`src/core/gauge_status_pkg.sv`:
```
package gauge_status_pkg;

    // ****************************************************************
    // command codes
    // ****************************************************************
    localparam logic [7:0] CMD_CHARGE_CURRENT = 8'h14;
    localparam logic [7:0] CMD_CHARGE_VOLTAGE = 8'h15;
    localparam logic [7:0] CMD_PACK_STATUS = 8'h16;
    localparam logic [7:0] CMD_CYCLE_COUNT = 8'h17;

    // ****************************************************************
    // status word field positions
    // ****************************************************************
    localparam int BIT_OVER_CHARGED = 15;
    localparam int BIT_STOP_CHARGE = 14;
    localparam int BIT_OVER_TEMP = 12;
    localparam int BIT_STOP_DISCHARGE = 11;
    localparam int BIT_LOW_CAPACITY = 9;
    localparam int BIT_LOW_TIME = 8;
    localparam int BIT_INITIALIZED = 7;
    localparam int BIT_NOT_CHARGING = 6;
    localparam int BIT_FULLY_CHARGED = 5;
    localparam int BIT_FULLY_DISCHARGED = 4;
    localparam int ERR_LSB = 0;
    localparam int ERR_WIDTH = 3;

    // ****************************************************************
    // error codes
    // ****************************************************************
    typedef enum logic [2:0] {
        ERR_OK = 3'h0,
        ERR_BUSY = 3'h1,
        ERR_RESERVED_CMD = 3'h2,
        ERR_UNSUPPORTED_CMD = 3'h3,
        ERR_WRITE_PROTECTED = 3'h4,
        ERR_OVER_UNDER_FLOW = 3'h5,
        ERR_WRONG_LENGTH = 3'h6,
        ERR_UNKNOWN = 3'h7
    } error_code_t;

    // ****************************************************************
    // values, limits and reset values
    // ****************************************************************
    localparam logic [15:0] CHARGER_OFF_VALUE = 16'h0000;
    localparam logic [15:0] BEYOND_RANGE_VALUE = 16'hFFFF;
    localparam logic [15:0] CYCLE_SATURATE = 16'hFFFF;
    localparam logic [15:0] CYCLE_RESET = 16'h0000;
    localparam logic [7:0] DISCHARGE_CLEAR_MAH = 8'h02;
    localparam logic [7:0] FULLY_DISCHARGED_CLEAR_PCT = 8'h14;
    localparam logic [7:0] FLASH_CYCLE_ADDR = 8'h0C;
    localparam logic [7:0] FLASH_FULL_CLEAR_ADDR = 8'h47;
    localparam logic [7:0] FLASH_CYCLE_THRESH_ADDR = 8'h37;
    localparam logic [15:0] STATUS_RESET = 16'h0040;
    localparam logic [15:0] WORD_LENGTH_BYTES = 16'h0002;

endpackage

```
`src/core/gauge_status_regs.sv`:
```
`timescale 1ns/1ps
module gauge_status_regs #(
    parameter int WORD_W = 16,
    parameter int PCT_W = 8
) (
    // clock, reset, enable
    input wire logic clk_in,
    input wire logic resetn_in,
    input wire logic ce_in,
    // command port from the bus engine
    input wire logic cmd_valid_in,
    input wire logic cmd_write_in,
    input wire logic [7:0] cmd_code_in,
    input wire logic [WORD_W-1:0] cmd_length_in,
    input wire logic ext_error_valid_in,
    input wire logic [2:0] ext_error_code_in,
    output logic rd_valid_out,
    output logic [WORD_W-1:0] rd_data_out,
    output logic cmd_hit_out,
    // charge request from the gauge algorithm
    input wire logic [WORD_W-1:0] charge_current_target_in,
    input wire logic [WORD_W-1:0] charge_voltage_target_in,
    input wire logic charger_off_in,
    input wire logic cv_mode_in,
    input wire logic cc_mode_in,
    // measurements and thresholds
    input wire logic charging_detected_in,
    input wire logic overcharge_detected_in,
    input wire logic param_out_of_range_in,
    input wire logic primary_termination_in,
    input wire logic discharge_mah_tick_in,
    input wire logic [WORD_W-1:0] temperature_in,
    input wire logic [WORD_W-1:0] max_temperature_in,
    input wire logic capacity_mode_in,
    input wire logic [WORD_W-1:0] remaining_charge_in,
    input wire logic [WORD_W-1:0] remaining_energy_in,
    input wire logic [WORD_W-1:0] capacity_alarm_level_in,
    input wire logic [WORD_W-1:0] time_to_empty_charge_in,
    input wire logic [WORD_W-1:0] time_to_empty_energy_in,
    input wire logic [WORD_W-1:0] time_alarm_level_in,
    input wire logic [WORD_W-1:0] pack_voltage_in,
    input wire logic [WORD_W-1:0] terminate_voltage_in,
    input wire logic cell_undervoltage_flag_in,
    input wire logic [WORD_W-1:0] cell_voltage_in,
    input wire logic [WORD_W-1:0] second_end_discharge_threshold_in,
    input wire logic signed [WORD_W-1:0] current_in,
    input wire logic signed [WORD_W-1:0] overload_current_in,
    input wire logic [PCT_W-1:0] relative_charge_percent_in,
    input wire logic [PCT_W-1:0] fully_charged_clear_pct_in,
    input wire logic [PCT_W-1:0] battery_low_pct_in,
    // data flash load and cycle count store
    input wire logic flash_load_valid_in,
    input wire logic flash_load_improper_in,
    input wire logic [WORD_W-1:0] flash_cycle_count_in,
    input wire logic [WORD_W-1:0] cycle_threshold_in,
    output logic flash_wr_out,
    output logic [7:0] flash_addr_out,
    output logic [WORD_W-1:0] flash_data_out,
    // status outputs
    output logic [WORD_W-1:0] pack_status_word_out,
    output logic [WORD_W-1:0] alarm_broadcast_message_out
);

    // ****************************************************************
    // state
    // ****************************************************************
    logic [WORD_W-1:0] charge_current_request;
    logic [WORD_W-1:0] charge_voltage_request;
    logic [WORD_W-1:0] wear_cycle_counter;
    logic [WORD_W-1:0] cycle_accum;
    logic [7:0] discharge_accum;
    logic over_charged;
    logic stop_charge;
    logic over_temp;
    logic stop_discharge;
    logic low_capacity;
    logic low_time;
    logic initialized;
    logic not_charging;
    logic fully_charged;
    logic fully_discharged;
    gauge_status_pkg::error_code_t error_code;

    function automatic logic [WORD_W-1:0] sat_inc(input logic [WORD_W-1:0] v);
        sat_inc = (v == gauge_status_pkg::CYCLE_SATURATE) ? v : v + 1'b1;
    endfunction

    // ****************************************************************
    // charge request values
    // ****************************************************************
    logic [WORD_W-1:0] next_charge_current;
    logic [WORD_W-1:0] next_charge_voltage;

    assign next_charge_current = charger_off_in ? gauge_status_pkg::CHARGER_OFF_VALUE :
                                 cv_mode_in ? gauge_status_pkg::BEYOND_RANGE_VALUE :
                                 charge_current_target_in;
    assign next_charge_voltage = cc_mode_in ? gauge_status_pkg::BEYOND_RANGE_VALUE :
                                 charge_voltage_target_in;

    always_ff @(posedge clk_in) begin
        if (!resetn_in) begin
            charge_current_request <= gauge_status_pkg::CHARGER_OFF_VALUE;
            charge_voltage_request <= gauge_status_pkg::CHARGER_OFF_VALUE;
        end else if (ce_in) begin
            charge_current_request <= next_charge_current;
            charge_voltage_request <= next_charge_voltage;
        end
    end

    // ****************************************************************
    // alarm conditions
    // ****************************************************************
    logic discharge_done;
    logic oc_set;
    logic oc_clr;
    logic sc_set;
    logic ot_set;
    logic sd_set;
    logic [WORD_W-1:0] capacity_sel;
    logic [WORD_W-1:0] time_sel;
    logic lc_set;
    logic lc_clr;
    logic lt_set;
    logic lt_clr;
    logic fc_set;
    logic fc_clr;
    logic low_voltage;
    logic fd_set;
    logic fd_clr;

    assign discharge_done = (discharge_accum >= gauge_status_pkg::DISCHARGE_CLEAR_MAH);
    assign oc_set = charging_detected_in && overcharge_detected_in;
    assign oc_clr = !charging_detected_in && discharge_done;
    assign sc_set = charging_detected_in && (param_out_of_range_in || primary_termination_in);
    assign ot_set = (temperature_in >= max_temperature_in);
    assign sd_set = (remaining_charge_in == '0) ||
                    (pack_voltage_in <= terminate_voltage_in) ||
                    cell_undervoltage_flag_in;
    assign capacity_sel = capacity_mode_in ? remaining_energy_in : remaining_charge_in;
    assign time_sel = capacity_mode_in ? time_to_empty_energy_in : time_to_empty_charge_in;
    assign lc_set = (capacity_sel < capacity_alarm_level_in);
    assign lc_clr = (capacity_alarm_level_in < capacity_sel);
    assign lt_set = (time_sel < time_alarm_level_in);
    assign lt_clr = (time_alarm_level_in < time_sel);
    assign fc_set = primary_termination_in || overcharge_detected_in;
    assign fc_clr = (relative_charge_percent_in < fully_charged_clear_pct_in);
    assign low_voltage = (pack_voltage_in < second_end_discharge_threshold_in) ||
                         (cell_voltage_in < second_end_discharge_threshold_in);
    assign fd_set = (low_voltage && (current_in < overload_current_in)) ||
                    (relative_charge_percent_in < battery_low_pct_in);
    assign fd_clr = (relative_charge_percent_in >= gauge_status_pkg::FULLY_DISCHARGED_CLEAR_PCT);

    // continuous discharge after charging stops, for the overcharge clear
    always_ff @(posedge clk_in) begin
        if (!resetn_in) begin
            discharge_accum <= '0;
        end else if (ce_in) begin
            if (charging_detected_in) begin
                discharge_accum <= '0;
            end else if (discharge_mah_tick_in && !discharge_done) begin
                discharge_accum <= discharge_accum + 8'h01;
            end
        end
    end

    // set wins over clear on over_charged, low_capacity, low_time, fully_charged and fully_discharged
    always_ff @(posedge clk_in) begin
        if (!resetn_in) begin
            over_charged <= 1'b0;
            stop_charge <= 1'b0;
            over_temp <= 1'b0;
            stop_discharge <= 1'b0;
            low_capacity <= 1'b0;
            low_time <= 1'b0;
            fully_charged <= 1'b0;
            fully_discharged <= 1'b0;
            not_charging <= gauge_status_pkg::STATUS_RESET[gauge_status_pkg::BIT_NOT_CHARGING];
        end else if (ce_in) begin
            over_charged <= oc_set | (over_charged & ~oc_clr);
            stop_charge <= sc_set;
            over_temp <= ot_set;
            stop_discharge <= sd_set;
            low_capacity <= lc_set | (low_capacity & ~lc_clr);
            low_time <= lt_set | (low_time & ~lt_clr);
            fully_charged <= fc_set | (fully_charged & ~fc_clr);
            fully_discharged <= fd_set | (fully_discharged & ~fd_clr);
            not_charging <= ~charging_detected_in;
        end
    end

    // ****************************************************************
    // initialized flag
    // ****************************************************************
    always_ff @(posedge clk_in) begin
        if (!resetn_in) begin
            initialized <= 1'b0;
        end else if (ce_in) begin
            if (flash_load_valid_in) begin
                initialized <= 1'b1;
            end else if (flash_load_improper_in) begin
                initialized <= 1'b0;
            end
        end
    end

    // ****************************************************************
    // cycle counter with flash mirror
    // ****************************************************************
    logic cycle_step;
    logic [WORD_W-1:0] next_cycle_count;

    assign cycle_step = discharge_mah_tick_in && (cycle_threshold_in != '0) &&
                        ((cycle_accum + 1'b1) >= cycle_threshold_in);
    assign next_cycle_count = sat_inc(wear_cycle_counter);

    always_ff @(posedge clk_in) begin
        if (!resetn_in) begin
            wear_cycle_counter <= gauge_status_pkg::CYCLE_RESET;
            cycle_accum <= '0;
            flash_wr_out <= 1'b0;
            flash_data_out <= '0;
        end else if (ce_in) begin
            flash_wr_out <= 1'b0;
            if (flash_load_valid_in) begin
                wear_cycle_counter <= flash_cycle_count_in;
                cycle_accum <= '0;
            end else if (cycle_step) begin
                cycle_accum <= '0;
                wear_cycle_counter <= next_cycle_count;
                flash_wr_out <= 1'b1;
                flash_data_out <= next_cycle_count;
            end else if (discharge_mah_tick_in) begin
                cycle_accum <= cycle_accum + 1'b1;
            end
        end
    end

    assign flash_addr_out = gauge_status_pkg::FLASH_CYCLE_ADDR;

    // ****************************************************************
    // command decode and error code
    // ****************************************************************
    logic hit;
    logic bad_length;
    logic [WORD_W-1:0] status_word;
    logic [WORD_W-1:0] read_mux;

    assign hit = (cmd_code_in >= gauge_status_pkg::CMD_CHARGE_CURRENT) &&
                 (cmd_code_in <= gauge_status_pkg::CMD_CYCLE_COUNT);
    assign cmd_hit_out = hit;
    assign bad_length = (cmd_length_in != gauge_status_pkg::WORD_LENGTH_BYTES);

    always_ff @(posedge clk_in) begin
        if (!resetn_in) begin
            error_code <= gauge_status_pkg::ERR_OK;
        end else if (ce_in) begin
            if (cmd_valid_in && hit) begin
                if (cmd_write_in && bad_length) begin
                    error_code <= gauge_status_pkg::ERR_WRONG_LENGTH;
                end else if (cmd_write_in) begin
                    error_code <= gauge_status_pkg::ERR_WRITE_PROTECTED;
                end else begin
                    error_code <= gauge_status_pkg::ERR_OK;
                end
            end else if (ext_error_valid_in) begin
                error_code <= gauge_status_pkg::error_code_t'(ext_error_code_in);
            end
        end
    end

    // reserved bits stay zero
    always_comb begin
        status_word = '0;
        status_word[gauge_status_pkg::BIT_OVER_CHARGED] = over_charged;
        status_word[gauge_status_pkg::BIT_STOP_CHARGE] = stop_charge;
        status_word[gauge_status_pkg::BIT_OVER_TEMP] = over_temp;
        status_word[gauge_status_pkg::BIT_STOP_DISCHARGE] = stop_discharge;
        status_word[gauge_status_pkg::BIT_LOW_CAPACITY] = low_capacity;
        status_word[gauge_status_pkg::BIT_LOW_TIME] = low_time;
        status_word[gauge_status_pkg::BIT_INITIALIZED] = initialized;
        status_word[gauge_status_pkg::BIT_NOT_CHARGING] = not_charging;
        status_word[gauge_status_pkg::BIT_FULLY_CHARGED] = fully_charged;
        status_word[gauge_status_pkg::BIT_FULLY_DISCHARGED] = fully_discharged;
        status_word[gauge_status_pkg::ERR_LSB +: gauge_status_pkg::ERR_WIDTH] = error_code;
    end

    assign read_mux = (cmd_code_in == gauge_status_pkg::CMD_CHARGE_CURRENT) ? charge_current_request :
                      (cmd_code_in == gauge_status_pkg::CMD_CHARGE_VOLTAGE) ? charge_voltage_request :
                      (cmd_code_in == gauge_status_pkg::CMD_PACK_STATUS) ? status_word :
                      wear_cycle_counter;

    // ****************************************************************
    // read answer and status outputs
    // ****************************************************************
    always_ff @(posedge clk_in) begin
        if (!resetn_in) begin
            rd_valid_out <= 1'b0;
            rd_data_out <= '0;
            pack_status_word_out <= gauge_status_pkg::STATUS_RESET;
            alarm_broadcast_message_out <= gauge_status_pkg::STATUS_RESET | 16'h0007;
        end else if (ce_in) begin
            rd_valid_out <= cmd_valid_in && hit && !cmd_write_in;
            if (cmd_valid_in && hit && !cmd_write_in) begin
                rd_data_out <= read_mux;
            end
            pack_status_word_out <= status_word;
            alarm_broadcast_message_out <= status_word | 16'h0007;
        end
    end

endmodule
```
`config.mk`:
```
export PLATFORM = sky130hd
export DESIGN_NAME = gauge_status_regs
export DESIGN_NICKNAME = d
export VERILOG_FILES = /design/src/core/gauge_status_pkg.sv /design/src/core/gauge_status_regs.sv
export SDC_FILE = /design/constraint.sdc
export NUM_CORES = 1
export LEC_CHECK = 0
export BUFFER_PORTS_ARGS = -buffer_cell sky130_fd_sc_hd__buf_2
export CORE_AREA = 4 4 167 169
export CTS_CLUSTER_DIAMETER = 120
export DETAILED_ROUTE_END_ITERATION = 7
export DIE_AREA = 0 0 171 173
export PLACE_DENSITY = 0.65
export REMOVE_ABC_BUFFERS = 1
export SYNTH_ARGS = -nofsm -noshare
export SYNTH_HDL_FRONTEND = slang
export SYNTH_SLANG_ARGS = --single-unit
```
`constraint.sdc`:
```
create_clock -name clk_in -period 3.4 [get_ports clk_in]
set_input_delay 0 -clock clk_in [delete_from_list [all_inputs] [get_ports clk_in]]
set_output_delay 0 -clock clk_in [all_outputs]
set_load 0.005 [all_outputs]
```
Word level (Yosys, flattened, before mapping)
Cells that the tools add are included.

word-level totals
  bits in registers = 142
  input bits = 357
  output and inout port bits = 75
  word-level logic and storage cells = 121

operators by class
  add/subtract/negate cells = 3
  $lt $le $gt $ge = 16
  equality and inequality tests = 5
  mux-type cells = 24
  bitwise operators = 17
  reduce and logical (&&, ||, !) cells = 34

operators with widths
  operator                                                                              number
  16-bit 2-to-1 mux                                                                     14
  16-bit < comparator                                                                   7
  16-bit by 1-bit adder with 16-bit output (second input constant)                      2
  16-bit greater-or-equal comparator                                                    2
  8-bit by 5-bit equality test with 1-bit output (second input constant)                3
  16-bit equality test (second input constant)                                          1
  8-bit by 5-bit greater-or-equal comparator with 1-bit output (second input constant)  2
  16-bit <= comparator                                                                  1
  16-bit zero test                                                                      1
  8-bit < comparator                                                                    2
  8-bit 2-to-1 mux                                                                      2
  16-bit by 2-bit != test with 1-bit output (second input constant)                     1
  16-bit nonzero test                                                                   1
  3-bit 2-to-1 mux                                                                      4
  2-bit AND reduction                                                                   6
  1-bit logical AND                                                                     11
  8-bit by 1-bit adder with 8-bit output (second input constant)                        1
  8-bit by 2-bit greater-or-equal comparator with 1-bit output (second input constant)  1
  8-bit by 5-bit <= comparator with 1-bit output (second input constant)                1
  2-bit nonzero test                                                                    4
  1-bit NOT                                                                             7
  1-bit logical OR                                                                      6
  1-bit AND                                                                             5
  1-bit OR                                                                              5
  other kinds (4)                                                                       9

Logic depth before layout (Yosys ltp)
  depth after elaboration = 5
  depth in mapped cells = 14
  gate-level depth less buffers = 13

Least setup slack after synthesis
OpenSTA, ideal clock, no wires.

  path type = reg-to-reg
  start = reg cycle_accum[2]
  end = reg wear_cycle_counter[6]
  arrival = 2.987 ns
  setup slack = 0.338 ns
  stages on the path, launching flop included = 14
  cells stage by stage = dfxtp_1 > clkbuf_1 > nand4_1 > nor2_1 > and3_1 > nand3_1 > xnor2_1 > ha_1 > nand3_1 > nor3_1 > a21oi_2 > a21oi_1 > or4b_1 > a31oi_1

on the way
  cells in the longest elaborated chain, start to end = 5

ends and longest elaborated chain
  what                                      line                      source
  start, declared                           gauge_status_regs.sv:70   logic [WORD_W-1:0] cycle_accum;
  start signal, assigned                    gauge_status_regs.sv:233  cycle_accum <= cycle_accum + 1'b1;
  16-bit by 1-bit adder with 16-bit output  gauge_status_regs.sv:213  ((cycle_accum + 1'b1) >= cycle_threshold_in);
  16-bit greater-or-equal comparator        gauge_status_regs.sv:213
  1-bit logical AND                         gauge_status_regs.sv:212  assign cycle_step = discharge_mah_tick_in && (cycle_threshold_in != '0) &&
  2-bit nonzero test (no line)              -
  2-bit AND reduction (no line)             -
  end signal, assigned                      gauge_status_regs.sv:218  wear_cycle_counter <= gauge_status_pkg::CYCLE_RESET;
  end signal, assigned                      gauge_status_regs.sv:225  wear_cycle_counter <= flash_cycle_count_in;
  end signal, assigned                      gauge_status_regs.sv:229  wear_cycle_counter <= next_cycle_count;
  end, declared                             gauge_status_regs.sv:69   logic [WORD_W-1:0] wear_cycle_counter;

Every way passes these cells.
A chain may end at the register's enable or synchronous reset.

Final worst setup path
  start = reg cycle_accum[7]
  end = reg wear_cycle_counter[11]

The elaborated chain is that of the path after synthesis.

==> results.yml <==
run_status:
  status: "complete, no violations"
floorplan:
  placementRows: 60
  initial_core_util: 0.3781
  die_w_um: 171
  coreArea_um2: 26580
  io_pins: 432
  dieHeight_um: 173
  dieArea_um2: 29580
synthesis:
  netlist_area_um2: 10050
  ys.flop_type: "dfxtp_1"
  synth_mux_area_frac: 0.05939
  synth_top_area_share: 0.2630
  synth-simple-area-share: 0.1828
  yosysSeqAreaShare: 0.2630
  yosysUniqueCellTypes: 77
  synth_top_family_by_area: "compound AO/OA/AOI/OAI gates"
  synth-edff-count: 0
  synth_area_leader_cell: "dfxtp_1"
  synth_xor_area_frac: 0.02092
  ys_ff_latch: 132
  synthAdderAreaFrac: 0.1781
  syn_avg_cell_area_um2: 7.981
  netlist_instances: 1259
  async_reset_ff_frac: 0
  synth_area_leaders: "dfxtp_1 26%, ha_1 18%, mux2i_1 5.4%"
  synth_compound_area_frac: 0.2079
  ys_warn_count: 0
sta:
  fmax_mhz: 315.9
  timing.final.max_slew_violations: 0
  setup_viol: 0
  rsz0062_at_grt: "no"
  fin_crit_ns: 3.166
  fin_crit_sh: 0.9311
  clock_skew_ns: 0.01242
  finalHoldViolCount: 0
  worst_pin_slew_ns: 0.8642
  slew_headroom: 0.4217
placement:
  place_hpwl_um: 31130
  io_buffer_count: 414
  gp_congestion: 1.009
  dp_cells: 1962
clock_tree:
  cts_max_path_buffers: 2
  cts.sinks: 132
  htree_num_levels: 4
  clock_latency_ns: 0.42
  clkSlewWorstSetupHoldPaths_ns: 0.07
  cts-buffers-inserted: 17
  root_buffer: "clkbuf_16"
  cts_tree: "done"
hold_path:
  hold_start: "charge_current_target_in[14]"
  hold_class: "in -> reg"
  whs_path_depth: 5
  hold-path-endpoint: "charge_current_request[14]"
finish:
  fin_util: 0.5061
  mostFrequentLayoutCells: "414 x buf_2, 143 x ha_1, 132 x dfxtp_1, 127 x nor2_1, 112 x inv_1"
  area_delta_synth_final_pct: 33.84
  stdcell_count: 2056
  final_nets: 2194
  drive_above_1_share: 0.2871
  layout_commonest_cell: "buf_2"
power:
  ir_drop_mv: 0.3754
  power.leakage_nw: 6.766
  p_per_area_nw_per_um2: 332.4
route:
  via_per_inst: 5.345
  vias: 10990
  drt_iter0_markers: 676
  wirelength_um: 38480
  remaining_drc_errors: 0
  wl_per_cell_um: 18.72
  ant_nets: 0
  drt_first_pass_iters: 5
critical_path:
  r2r_start: "cycle_accum[7]"
  cp-end-kind: "register"
  path_class: "reg -> reg"
  worstPathRequired_ns: 3.77
  path_cells: "and3_1 > and3_1 > and3_1 > nand3_1 > xnor2_1 > ha_1 > nand3_1 > nor3_1 > a21oi_2 > a21oi_2 > buf_4 > nor4bb_1 > o31a_1"
  crit_fanout: 9
  crit_arrival_ns: 3.53
  crit_path_frequent_cell: "and3_1"
  cp_slowest_cell: "dfxtp_1"
  rr_worst_depth: 13
  reg2reg_setup_slack_ns: 0.23
  r2r_end: "wear_cycle_counter[11]"
  crit_family: "simple AND/OR/NAND/NOR gates"
  slowest_delay_ns: 0.41
  path_buf_inv: 1
  start_kind: "register"
run:
  cap_violations: 0
global_route:
  antenna_found_initial: 13
  grt_use_total: 0.2489
  grt_pass1_vias: 10920
  grt_first_pass_wirelength_um: 58520
  grt_overflow_total: 0
  grt_max_degree: 58
## power by group
part | internal (mW) | switching, mW | total, mW
logic | 0.483 | 0.504 | 0.987
clock network | 1.03 | 0.783 | 1.81
registers | 1.60 | 0.0686 | 1.67
## how the worst max path moves through the flow
stage / cells past startpoint / to / from
after floorplan: 12 / wear_cycle_counter[6] / cycle_accum[2]
after global placement: 14 / wear_cycle_counter[11] / cycle_accum[0]
after detailed placement: 14 / wear_cycle_counter[11] / cycle_accum[0]
after CTS: 13 / wear_cycle_counter[11] / cycle_accum[0]
after global routing: 13 / wear_cycle_counter[11] / cycle_accum[0]
final: 13 / wear_cycle_counter[11] / cycle_accum[7]
## cell families after synthesis
logic type,count (synthesis)
buffers and inverters,202
adder cells (fa/ha/maj),143
multiplexers,59
other,2
XOR/XNOR,24
AO/OA/AOI/OAI,326
flip-flops,132
AND/OR/NAND/NOR,371
## layer usage
layer / part of all wire / vias to the layer above / routed length [µm] / global-route usage
met3: 0.083 / 61 / 3201 / 0.04847
met1: 0.43 / 5063 / 16390 / 0.3295
met4: 0.025 / 2 / 953 / 0.07164
met5: 0.00018 / - / 7 / 0
met2: 0.47 / 476 / 17930 / 0.4109
li1: - / 5388 / - / -
## cells in the mapped netlist, types with 3 or more instances
master and count:
nor2b_1 9, a31oi_1 9, mux2_2 5, a41oi_1 5
o221ai_1 4, o211ai_1 17, a32oi_1 3, and3_1 13
buf_2 4, o21a_1 7, clkbuf_1 45, o22ai_1 38
or4_1 3, nand2b_1 25, o21ai_1 3, nand4_1 23
a221oi_1 3, a21boi_0 3, xor2_1 8, inv_1 114
xnor2_1 16, buf_4 27, o2111ai_1 4, o21ai_0 46
buf_1 9, nand3b_1 4, a211oi_1 21, and2_1 4
ha_1 143, nor4_1 16, nand2_1 63, a311oi_1 4
a211o_1 7, dfxtp_1 132, nor2_1 129, a21oi_1 102
nor3_1 35, a21o_1 26, a31o_2 3, or3_1 7
nand3_1 25, mux2i_1 54
## tightest hold or removal path: stages
cell and delay [ns]:
buf_2 0.09, nor2_1 0.08, nor3_1 0.06, a21oi_1 0.11, nor2_1 0.04
## metrics by stage
stage | power, mW | TNS (ns) | area (µm²) | worst slack, ns | hold slack (ns)
after floorplan | 2.159 | -11.11 | 9661 | -0.7311 | 0.06194
after global placement | 2.612 | 0 | 12310 | 0.3149 | 0.2460
after detailed placement | 2.631 | 0 | 12310 | 0.2319 | 0.2512
after CTS | 4.495 | 0 | 13420 | 0.2297 | 0.001289
after global routing | 4.697 | 0 | 13440 | 0.01872 | 0.03270
final | 4.471 | 0 | 13450 | 0.2343 | 0.01443
## layout make-up
class | count | area, µm²
Clock inverter | 14 | 140.1
Sequential cell | 132 | 2643
Fill cell | 2646 | 13130
Multi-Input combinational cell | 940 | 6595
Timing Repair Buffer | 488 | 2763
Inverter | 115 | 432.9
Antenna cell | 8 | 20.02
Clock buffer | 18 | 429.2
Tap cell | 341 | 426.7
## registers in the layout, indices dropped and copies added, names as in the netlist, 3 cells and up
signal	cells
charge_current_request	16
charge_voltage_request	16
cycle_accum	16
flash_data_out	16
rd_data_out	16
wear_cycle_counter	16
alarm_broadcast_message_out	10
discharge_accum	8
error_code	3
pack_status_word_out	3
## what timing repair did
action	in CTS	in global routing
endpoints found under the hold margin	51	0
setup buffers	0	0
gates resized for setup	0	2
setup endpoints to repair	0	11
hold buffers	54	0
(Power assumes the default switching activity.)
